<file path="src/inc/ssp_defines.vh">
// constants for the radio serial data port: register map, field layout,
// reset values and pin function codes.
// assumes inclusion by bare name from design files; definitions only.
`ifndef SSP_DEFINES_VH
`define SSP_DEFINES_VH

// apb register byte offsets
`define SSP_OFF_CTRL        12'h000
`define SSP_OFF_PINCFG      12'h004
`define SSP_OFF_RATE        12'h008
`define SSP_OFF_STATUS      12'h00c

// ctrl field positions
`define SSP_CTRL_FMT_LSB    0
`define SSP_CTRL_FMT_MSB    1
`define SSP_CTRL_SWM_LSB    2
`define SSP_CTRL_SWM_MSB    4

// pincfg field positions, one 6-bit select per pin, 8 bits apart
`define SSP_PINCFG_STRIDE   8
`define SSP_PINCFG_WIDTH    6

// rate field: clk cycles per eighth of a bit
`define SSP_RATE_MSB        15

// reset values
`define SSP_RST_FMT         2'h0
`define SSP_RST_SWM         3'h2
`define SSP_RST_PINSEL      6'h2e
`define SSP_RST_RATE        16'h0082

// packet format codes
`define SSP_FMT_NORMAL      2'h0
`define SSP_FMT_SYNC        2'h1
`define SSP_FMT_ASYNC       2'h3

// general pin function codes
`define SSP_FN_SER_CLK      6'h0c
`define SSP_FN_SER_DATA     6'h0d
`define SSP_FN_HARD1        6'h16
`define SSP_FN_HARD0        6'h17
`define SSP_FN_SYM_TICK     6'h1d
`define SSP_FN_PIN0_DIR_N   6'h2d
`define SSP_FN_HIZ          6'h2e
`define SSP_FN_LOW          6'h2f

// timing counts in bit periods and samples
`define SSP_SAMPLES_PER_BIT 4'h8
`define SSP_TX_LATENCY      8
`define SSP_RX_LATENCY      9
`define SSP_RX_CNT_FULL     4'h9

`endif

</file>
<file path="src/design/ssp_serial_port.v">
// radio serial data port: asynchronous and synchronous serial modes,
// general pin function routing and an apb register slave.
// assumes modem signals arrive on clk; pin 0 input comes from outside.
//
// Notes on behaviour
// - format 3 selects async mode, pin0 TX input
// - async bypasses packet handler, FIFO, coding, MSK
// - serial RX goes to any selected pin
// - async TX sampled at eight times rate
// - async RX raw level, eight samples per bit
// - format 1 selects sync mode with bit clock
// - sync TX pin0 becomes input while transmitting
// - sync TX latency is eight bit periods
// - sync RX data appears nine bits after start
// - sync word mode chooses hardware preamble handling
// - with sync hardware, address filtering unavailable
// - with packet handling, host sees payload only
// - pins may carry two-bit hard symbol
// - symbol strobe high half a symbol period
// - function code 29 selects symbol strobe
// - function selects pin0 direction, low means input
`timescale 1ns/1ps
`include "ssp_defines.vh"

module ssp_serial_port (
  // clock and reset
  input  wire        clk,
  input  wire        reset_n,
  // apb slave
  input  wire        psel,
  input  wire        penable,
  input  wire        pwrite,
  input  wire [11:0] paddr,
  input  wire [31:0] pwdata,
  output wire [31:0] prdata,
  output wire        pready,
  output wire        pslverr,
  // radio state and demodulator
  input  wire        tx_active,
  input  wire        rx_active,
  input  wire        rx_raw_level,
  input  wire [1:0]  rx_hard_sym,
  input  wire        ph_payload_go,
  // modulator side
  output wire        mod_tx_bit,
  output wire        mod_tx_strobe,
  // packet engine steering
  output wire        pkt_handler_bypass,
  output wire        fifo_bypass,
  output wire        coding_allowed,
  output wire        msk_allowed,
  output wire        preamble_sync_hw,
  output wire        addr_filter_allowed,
  // general pins
  input  wire        general_pin_0_in,
  output wire        general_pin_0_out,
  output wire        pin0_drive_enable_n,
  output wire        general_pin_1_out,
  output wire        pin1_drive_enable_n,
  output wire        general_pin_2_out,
  output wire        pin2_drive_enable_n
);

  // configuration registers
  reg  [1:0]  packet_format_select_q;   // serial mode choice
  reg  [2:0]  sync_word_mode_q;         // preamble/sync handling
  reg  [5:0]  pin_sel_q [0:2];          // per-pin function select
  reg  [15:0] rate_div_q;               // clk cycles per eighth bit

  // apb answer flops
  reg  [31:0] prdata_q;
  reg         pready_q;
  reg         pslverr_q;

  // pin 0 synchroniser
  reg         pin0_s1_q;                // first stage, read only by s2
  reg         pin0_s2_q;                // safe to use

  // datapath flops
  reg  [7:0]  tx_line_q;                // sync tx latency line
  reg  [8:0]  rx_line_q;                // sync rx latency line
  reg  [3:0]  rx_cnt_q;                 // bits since reception start
  reg         sync_rx_q;                // sync rx bit on pin
  reg         async_rx_q;               // quantised raw rx level
  reg         bitclk_q;                 // bit clock to the host
  reg  [1:0]  hard_q;                   // hard symbol on pins
  reg         symtick_q;                // symbol strobe on pins
  reg         mod_bit_q;
  reg         mod_strobe_q;
  reg         bypass_q;
  reg         fifo_bypass_q;
  reg         coding_q;
  reg         msk_q;
  reg         sync_hw_q;
  reg         addr_q;
  reg  [2:0]  pin_out_q;
  reg  [2:0]  pin_oe_n_q;

  // tick generator outputs
  wire        eighth_tick;
  wire [2:0]  phase;
  wire [2:0]  ph_n;                     // phase after this tick

  // mode decode
  wire        async_mode;
  wire        sync_mode;
  wire        serial_mode;
  wire        sync_hw;
  wire        pin0_is_input;
  wire        gate_open;
  wire        rising_tick;
  wire        falling_tick;
  wire        rx_valid;
  wire        apb_setup;
  wire        apb_write;
  reg  [31:0] rd_mux;
  reg         rd_hit;

  assign async_mode  = (packet_format_select_q == `SSP_FMT_ASYNC);
  assign sync_mode   = (packet_format_select_q == `SSP_FMT_SYNC);
  assign serial_mode = async_mode | sync_mode;
  assign sync_hw     = sync_mode & (sync_word_mode_q != 3'h0);
  // pin 0 takes host tx data whenever a serial transmit runs
  assign pin0_is_input = serial_mode & tx_active;
  // with hardware sync the host clock waits for payload start
  assign gate_open   = ~sync_hw | ph_payload_go;
  assign ph_n        = phase + 3'h1;
  assign rising_tick  = eighth_tick & (ph_n == 3'h4);
  assign falling_tick = eighth_tick & (ph_n == 3'h0);
  assign rx_valid    = (rx_cnt_q == `SSP_RX_CNT_FULL);

  // eighth-bit timebase shared by both serial modes
  ssp_tick_gen u_tick (
    .clk           (clk),
    .reset_n       (reset_n),
    .enable        (serial_mode),
    .div           (rate_div_q),
    .eighth_tick_q (eighth_tick),
    .phase_q       (phase)
  );

  // two flops before anything looks at the pin
  always @(posedge clk or negedge reset_n) begin
    if (!reset_n) begin
      pin0_s1_q <= 1'b0;
      pin0_s2_q <= 1'b0;
    end else begin
      pin0_s1_q <= general_pin_0_in;
      pin0_s2_q <= pin0_s1_q;
    end
  end

  // apb: setup cycle raises pready for exactly the first access cycle
  assign apb_setup = psel & ~penable & ~pready_q;
  assign apb_write = psel & penable & pwrite & pready_q;

  // read mux and address decode
  always @* begin
    rd_mux = 32'h0000_0000;
    rd_hit = 1'b1;
    case (paddr)
      `SSP_OFF_CTRL: begin
        rd_mux[`SSP_CTRL_FMT_MSB:`SSP_CTRL_FMT_LSB] = packet_format_select_q;
        rd_mux[`SSP_CTRL_SWM_MSB:`SSP_CTRL_SWM_LSB] = sync_word_mode_q;
      end
      `SSP_OFF_PINCFG: begin
        rd_mux[5:0]   = pin_sel_q[0];
        rd_mux[13:8]  = pin_sel_q[1];
        rd_mux[21:16] = pin_sel_q[2];
      end
      `SSP_OFF_RATE: begin
        rd_mux[`SSP_RATE_MSB:0] = rate_div_q;
      end
      `SSP_OFF_STATUS: begin
        // live block state for software
        rd_mux[1:0] = packet_format_select_q;
        rd_mux[2]   = tx_active;
        rd_mux[3]   = rx_active;
        rd_mux[4]   = rx_valid;
        rd_mux[5]   = pin0_is_input;
        rd_mux[6]   = sync_hw;
        rd_mux[7]   = bitclk_q;
      end
      default: begin
        // unmapped: zero data and an error answer
        rd_hit = 1'b0;
      end
    endcase
  end

  // apb answer and register writes
  always @(posedge clk or negedge reset_n) begin
    if (!reset_n) begin
      pready_q               <= 1'b0;
      prdata_q               <= 32'h0000_0000;
      pslverr_q              <= 1'b0;
      packet_format_select_q <= `SSP_RST_FMT;
      sync_word_mode_q       <= `SSP_RST_SWM;
      pin_sel_q[0]           <= `SSP_RST_PINSEL;
      pin_sel_q[1]           <= `SSP_RST_PINSEL;
      pin_sel_q[2]           <= `SSP_RST_PINSEL;
      rate_div_q             <= `SSP_RST_RATE;
    end else begin
      pready_q  <= apb_setup;
      pslverr_q <= apb_setup & ~rd_hit;
      if (apb_setup) begin
        // reads return zero on writes, data only for reads
        prdata_q <= pwrite ? 32'h0000_0000 : rd_mux;
      end
      if (apb_write) begin
        case (paddr)
          `SSP_OFF_CTRL: begin
            packet_format_select_q <= pwdata[`SSP_CTRL_FMT_MSB:`SSP_CTRL_FMT_LSB];
            sync_word_mode_q       <= pwdata[`SSP_CTRL_SWM_MSB:`SSP_CTRL_SWM_LSB];
          end
          `SSP_OFF_PINCFG: begin
            pin_sel_q[0] <= pwdata[5:0];
            pin_sel_q[1] <= pwdata[13:8];
            pin_sel_q[2] <= pwdata[21:16];
          end
          `SSP_OFF_RATE: begin
            rate_div_q <= pwdata[`SSP_RATE_MSB:0];
          end
          default: begin
            // status and unmapped writes are dropped
          end
        endcase
      end
    end
  end

  assign prdata  = prdata_q;
  assign pready  = pready_q;
  assign pslverr = pslverr_q;

  // packet engine steering follows the mode directly
  always @(posedge clk or negedge reset_n) begin
    if (!reset_n) begin
      bypass_q      <= 1'b0;
      fifo_bypass_q <= 1'b0;
      coding_q      <= 1'b1;
      msk_q         <= 1'b1;
      sync_hw_q     <= 1'b1;
      addr_q        <= 1'b1;
    end else begin
      bypass_q      <= async_mode;
      fifo_bypass_q <= serial_mode;
      coding_q      <= ~async_mode;
      msk_q         <= ~async_mode;
      // normal mode always frames; sync mode only when asked
      sync_hw_q     <= ~serial_mode | sync_hw;
      // no address filter in either serial mode
      addr_q        <= ~serial_mode;
    end
  end

  assign pkt_handler_bypass  = bypass_q;
  assign fifo_bypass         = fifo_bypass_q;
  assign coding_allowed      = coding_q;
  assign msk_allowed         = msk_q;
  assign preamble_sync_hw    = sync_hw_q;
  assign addr_filter_allowed = addr_q;

  // transmit path: async samples every eighth, sync once per bit
  always @(posedge clk or negedge reset_n) begin
    if (!reset_n) begin
      tx_line_q    <= 8'h00;
      mod_bit_q    <= 1'b0;
      mod_strobe_q <= 1'b0;
    end else begin
      mod_strobe_q <= 1'b0;
      if (async_mode & tx_active & eighth_tick) begin
        // raw level straight through, host owns bit timing
        mod_bit_q    <= pin0_s2_q;
        mod_strobe_q <= 1'b1;
      end else if (sync_mode & tx_active & gate_open & rising_tick) begin
        // sample on the rising bit clock edge, emerge 8 bits later
        tx_line_q    <= {tx_line_q[6:0], pin0_s2_q};
        mod_bit_q    <= tx_line_q[`SSP_TX_LATENCY-1];
        mod_strobe_q <= 1'b1;
      end else if (!tx_active) begin
        tx_line_q <= 8'h00;
      end
    end
  end

  assign mod_tx_bit    = mod_bit_q;
  assign mod_tx_strobe = mod_strobe_q;

  // receive path: bit clock, latency line and symbol outputs
  always @(posedge clk or negedge reset_n) begin
    if (!reset_n) begin
      rx_line_q  <= 9'h000;
      rx_cnt_q   <= 4'h0;
      sync_rx_q  <= 1'b0;
      async_rx_q <= 1'b0;
      bitclk_q   <= 1'b0;
      hard_q     <= 2'h0;
      symtick_q  <= 1'b0;
    end else begin
      if (!rx_active) begin
        // a fresh reception restarts the latency count
        rx_cnt_q  <= 4'h0;
        rx_line_q <= 9'h000;
      end else if (sync_mode & gate_open & rising_tick) begin
        rx_line_q <= {rx_line_q[7:0], rx_hard_sym[1]};
        if (!rx_valid) begin
          rx_cnt_q <= rx_cnt_q + 4'h1;
        end
      end
      if (eighth_tick) begin
        // raw level quantised to the eighth-bit grid, no decision
        async_rx_q <= async_mode & rx_raw_level;
        // clock low in the first half bit, high in the second
        // rises only at the sampling phase, so no host edge lacks a sample
        bitclk_q   <= sync_mode & gate_open & ph_n[2] & (bitclk_q | (ph_n == 3'h4));
        // strobe high for the first half of every symbol
        symtick_q  <= ~ph_n[2];
      end else if (!serial_mode) begin
        bitclk_q  <= 1'b0;
        symtick_q <= 1'b0;
      end
      if (falling_tick) begin
        // new data on the falling edge, host samples on rising
        sync_rx_q <= rx_valid & rx_line_q[`SSP_RX_LATENCY-1];
        hard_q    <= rx_hard_sym;
      end
    end
  end

  // per-pin function routing, pin 0 also handles tx direction
  genvar gi;
  generate
    for (gi = 0; gi < 3; gi = gi + 1) begin : g_pin
      reg out_d;
      reg oe_n_d;
      always @* begin
        out_d  = 1'b0;
        oe_n_d = 1'b0;
        case (pin_sel_q[gi])
          `SSP_FN_SER_DATA:   out_d = async_mode ? async_rx_q : sync_rx_q;
          `SSP_FN_SER_CLK:    out_d = bitclk_q;
          `SSP_FN_HARD1:      out_d = hard_q[1];
          `SSP_FN_HARD0:      out_d = hard_q[0];
          `SSP_FN_SYM_TICK:   out_d = symtick_q;
          `SSP_FN_PIN0_DIR_N: out_d = ~pin0_is_input;
          `SSP_FN_HIZ:        oe_n_d = 1'b1;
          `SSP_FN_LOW:        out_d = 1'b0;
          default:            out_d = 1'b0;
        endcase
        // pin 0 stops driving so the host can present tx data
        if ((gi == 0) && pin0_is_input) begin
          oe_n_d = 1'b1;
        end
      end
      always @(posedge clk or negedge reset_n) begin
        if (!reset_n) begin
          pin_out_q[gi]  <= 1'b0;
          pin_oe_n_q[gi] <= 1'b1;
        end else begin
          pin_out_q[gi]  <= out_d;
          pin_oe_n_q[gi] <= oe_n_d;
        end
      end
    end
  endgenerate

  assign general_pin_0_out   = pin_out_q[0];
  assign pin0_drive_enable_n = pin_oe_n_q[0];
  assign general_pin_1_out   = pin_out_q[1];
  assign pin1_drive_enable_n = pin_oe_n_q[1];
  assign general_pin_2_out   = pin_out_q[2];
  assign pin2_drive_enable_n = pin_oe_n_q[2];

endmodule // ssp_serial_port

</file>
<file path="src/design/ssp_tick_gen.v">
// eighth-bit tick generator with a three-bit phase within the bit.
// assumes clk is the crystal-derived clock and div comes from a register.
`timescale 1ns/1ps
`include "ssp_defines.vh"

module ssp_tick_gen (
  // clock and reset
  input  wire        clk,
  input  wire        reset_n,
  // control
  input  wire        enable,
  input  wire [15:0] div,
  // ticks
  output reg         eighth_tick_q,
  output reg  [2:0]  phase_q
);

  reg  [15:0] cnt_q;       // cycles counted so far in this eighth
  wire [15:0] div_eff;     // zero divider treated as one

  assign div_eff = (div == 16'h0000) ? 16'h0001 : div;

  // count up one eighth of a bit, then pulse and advance the phase
  always @(posedge clk or negedge reset_n) begin
    if (!reset_n) begin
      cnt_q         <= 16'h0000;
      eighth_tick_q <= 1'b0;
      phase_q       <= 3'h0;
    end else if (!enable) begin
      // idle: restart cleanly so a new mode begins at bit start
      cnt_q         <= 16'h0000;
      eighth_tick_q <= 1'b0;
      phase_q       <= 3'h0;
    end else if (cnt_q >= div_eff - 16'h0001) begin
      cnt_q         <= 16'h0000;
      eighth_tick_q <= 1'b1;
      phase_q       <= phase_q + 3'h1;
    end else begin
      cnt_q         <= cnt_q + 16'h0001;
      eighth_tick_q <= 1'b0;
    end
  end

endmodule // ssp_tick_gen

</file>
<file path="config.mk">
export PLATFORM = sky130hd
export DESIGN_NAME = ssp_serial_port
export DESIGN_NICKNAME = d
export VERILOG_FILES = /design/src/design/ssp_serial_port.v /design/src/design/ssp_tick_gen.v
export VERILOG_INCLUDE_DIRS = /design/src /design/src/inc
export SDC_FILE = /design/constraint.sdc
export NUM_CORES = 1
export LEC_CHECK = 0
export BUFFER_PORTS_ARGS = -buffer_cell sky130_fd_sc_hd__buf_4
export CAP_MARGIN = 20
export CELL_PAD_IN_SITES_DETAIL_PLACEMENT = 0
export CELL_PAD_IN_SITES_GLOBAL_PLACEMENT = 2
export CORE_ASPECT_RATIO = 0.6
export CORE_MARGIN = 3
export CORE_UTILIZATION = 36
export CTS_CLUSTER_DIAMETER = 80
export DETAILED_ROUTE_END_ITERATION = 12
export PLACE_DENSITY_LB_ADDON = 0.1
export SLEW_MARGIN = 20
export SYNTH_ARGS = -nofsm -noshare
export SYNTH_HDL_FRONTEND = slang
export SYNTH_SLANG_ARGS = --single-unit
</file>
<file path="constraint.sdc">
create_clock -name clk -period 5.45 [get_ports clk]
set_input_delay 0.8175 -clock clk [delete_from_list [all_inputs] [get_ports clk]]
set_output_delay 0.8175 -clock clk [all_outputs]
set_load 0.01 [all_outputs]
</file>
==> flow_summary.ini <==
[clocking]
postCtsSetupRepairBufs = 0
clock-sinks = 125
clk_latency_ns = 0.41
cts.clk_slew.worst_paths_ns = 0.06
clk_path_buf_depth = 2
cts_buffers = 17
h-tree-depth = 4
cts_root_buffer = clkbuf_16
cts_tree = done
cts_resized = 0
hold_buffers = 0

[placement]
globalplace.congestion = 0.813
hpwl_um = 12000
io_buffers = 83
dpl_cell_area_sq_mm = 0.00704

[run]
max_cap_violations = 0

[route]
remaining_drc_errors = 0
routed_via_density = 5.07
drt-initial-drc-count = 245
wire_per_inst_um = 17.9
drtPass1Iterations = 7
vias = 4629
antenna_violating_nets_post_route = 0
routed_wl_um = 16300

[layout]
design_area_sq_mm = 0.00761
fin_nets = 751
post-route-util_pct = 45.9
layout_commonest_cell = dfrtp_1
fillers = 1581
drive_above_1_share_pct = 27.7
diodes = 0
layout_common_cells = dfrtp_1, nand2_1, buf_4
area_growth_pct = 22.0

[worst_setup_path]
start_kind = flop
worstPathMaxFanout = 7
criticalPathCategory = reg2reg
crit_path_end_kind = flop
crit_required_ns = 5.78
crit_arrival_ns = 4.99

[yosys]
syn_area_per_cell_sq_um = 10.6
ys_seq_area_share_pct = 50.6
synth_top_flop_cell = dfrtp_1
netlist_area_sq_mm = 0.00623
synthArstFlopShare_pct = 100
ys_ff_latch = 125
synth_warnings = 0
synth-edff-count = 0
synth_cell_type_count = 62
syn-instance-count = 587

[grt]
grt_use_total_pct = 18.1
grt_pass1_vias = 4565
grt_max_degree = 67
grt_pass1_wl_um = 26200
grt-ovfl-total = 0
grt_antenna_before_repair = 0

[timing]
finalSetupTns_ns = 0
setup_violations = 0
slew_headroom_pct = 30.1
rsz0062_at_grt = no
tightest_slew_ns = 1.05
finalHoldViolCount = 0
finClkSkew_ns = 0.0118
fmax_ghz = 0.215
period_share_pct = 85.5
min_period_ns = 4.66
slew_viol_final = 0

[power]
power_density_mw_per_mm2 = 276
p_leak_uw = 0.00341
vdd_ir_drop_max_uv = 151

[die]
die_x_um = 176
io_pins = 104
fp-row-count = 36
die_area_sq_mm = 0.0190
coreArea_sq_mm = 0.0166
initial_utilization_pct = 37.6
dieHeight_um = 108

[hold_path]
hp-class = reg2reg

[outcome]
outcome = finished, final reports clean
[flip-flops by register name, indices dropped and copies added, names as in the netlist, 2 cells and up]
signal                  count
u_tick.cnt_q               16
u_tick.phase_q              3
rx_line_q                   9
rate_div_q                 16
sync_word_mode_q            3
rx_cnt_q                    4
pin_sel_q                  18
tx_line_q                   8
prdata                     22
hard_q                      2
packet_format_select_q      2
[Yosys cell counts (all sizes together) (3+ instances only)]
cell,instances,area share [%]
or3,4,0.40
nor3,12,0.96
and2,5,0.50
mux2i,7,1.1
a21oi,8,0.64
o22ai,3,0.30
o41ai,3,0.42
o31a,3,0.42
nor2,45,2.9
dfrtp,104,42
ha,23,4.6
buf,14,1.7
o21ai,18,1.4
nand2,97,5.8
nand4,9,0.90
a22oi,7,0.84
a21boi,19,2.3
nand2b,6,0.60
inv,15,0.90
nand3b,6,0.72
nor4,7,0.80
nand3,23,1.9
xor2,16,2.2
dfstp,21,8.9
nor2b,4,0.40
xnor2,12,1.7
mux2,41,7.7
clkbuf,17,1.0
mux4,3,1.1
[metal layers]
layer / global-route usage (%) / vias to the layer above / wire [um]
li1: - / 2215 / -
met3: 3.38 / 11 / 777
met5: 0 / - / 0
met4: 5.25 / 0 / 136
met2: 23.9 / 126 / 6350
met1: 29.3 / 2277 / 9040
[final cells by class]
type	instances	area (sq um)	area share, %
multi-input cells	425	2880	37.9
repair buffers	88	661	8.69
clock buffers	18	429	5.64
well taps	228	285	3.75
clock inverters	14	136	1.79
inverters	15	56.3	0.740
flip-flops and latches	125	3150	41.5
[through the flow]
step	instances	power (uW)	worst slack (ns)	hold slack, ns
after floorplan	596	979	1.49	0.331
after global placement	881	1030	1.00	0.334
after detailed placement	881	1030	0.794	0.336
after CTS	913	2130	0.700	0.349
after global routing	913	2180	0.281	0.354
final	913	2100	0.790	0.347
[worst max-delay path: stages, from the launching register on]
cell and delay (ns):
dfrtp_1 0.49, or4_1 0.20, or3_1 0.21, and4bb_2 0.28
nor2_1 0.19, ha_1 0.28, nand3b_1 0.18, nor4_1 0.58
nand2_1 0.14, xor2_1 0.17, ha_1 0.29, nand4_1 0.21
nor3_1 0.10, a2111oi_0 0.49, buf_4 0.21, and2_1 0.28
mux2i_1 0.25
[kinds of logic (layout without fill, tap and decap cells)]
kind of cell	count (synthesis)	after routing	share of synthesized area, %
AOI/OAI and AO/OA	82	82	9.43
xor gates and xnor gates	28	28	3.93
adders and majority gates	23	23	4.62
buffers and inverters	46	135	3.67
DFF	125	125	50.6
muxes	51	51	9.92
other	1	10	0.0602
and+or+nand+nor	231	231	17.8
[report_power, final]
part | internal [uW] | switching [uW] | leakage (uW)
combinational | 31.4 | 49.0 | 0.00149
clock | 636 | 450 | 0.000262
sequential | 932 | 2.69 | 0.00166
[path summary, 6_finish.rpt]
| path | startpoint | endpoint | slack [ns] | cells after the start |
|---|---|---|---|---|
| setup / recovery | rate_div_q[9]$_DFFE_PN0P_ | u_tick.phase_q[1]$_DFFE_PN0P_ | 0.79 | 16 |
| hold / removal | pin0_s1_q$_DFF_PN0_ | pin0_s2_q$_DFF_PN0_ | 0.35 | 0 |
| setup reg to reg | rate_div_q[9]$_DFFE_PN0P_ | u_tick.phase_q[1]$_DFFE_PN0P_ | 0.79 | 16 |
| hold reg to reg | pin0_s1_q$_DFF_PN0_ | pin0_s2_q$_DFF_PN0_ | 0.35 | 0 |
| max in group asynchronous | reset_n | tx_line_q[0]$_DFFE_PN0P_ | 3.58 | 2 |
| min in group asynchronous | reset_n | rate_div_q[15]$_DFFE_PN0P_ | 0.47 | 1 |
No activity file was read; power rests on OpenSTA's default activity.
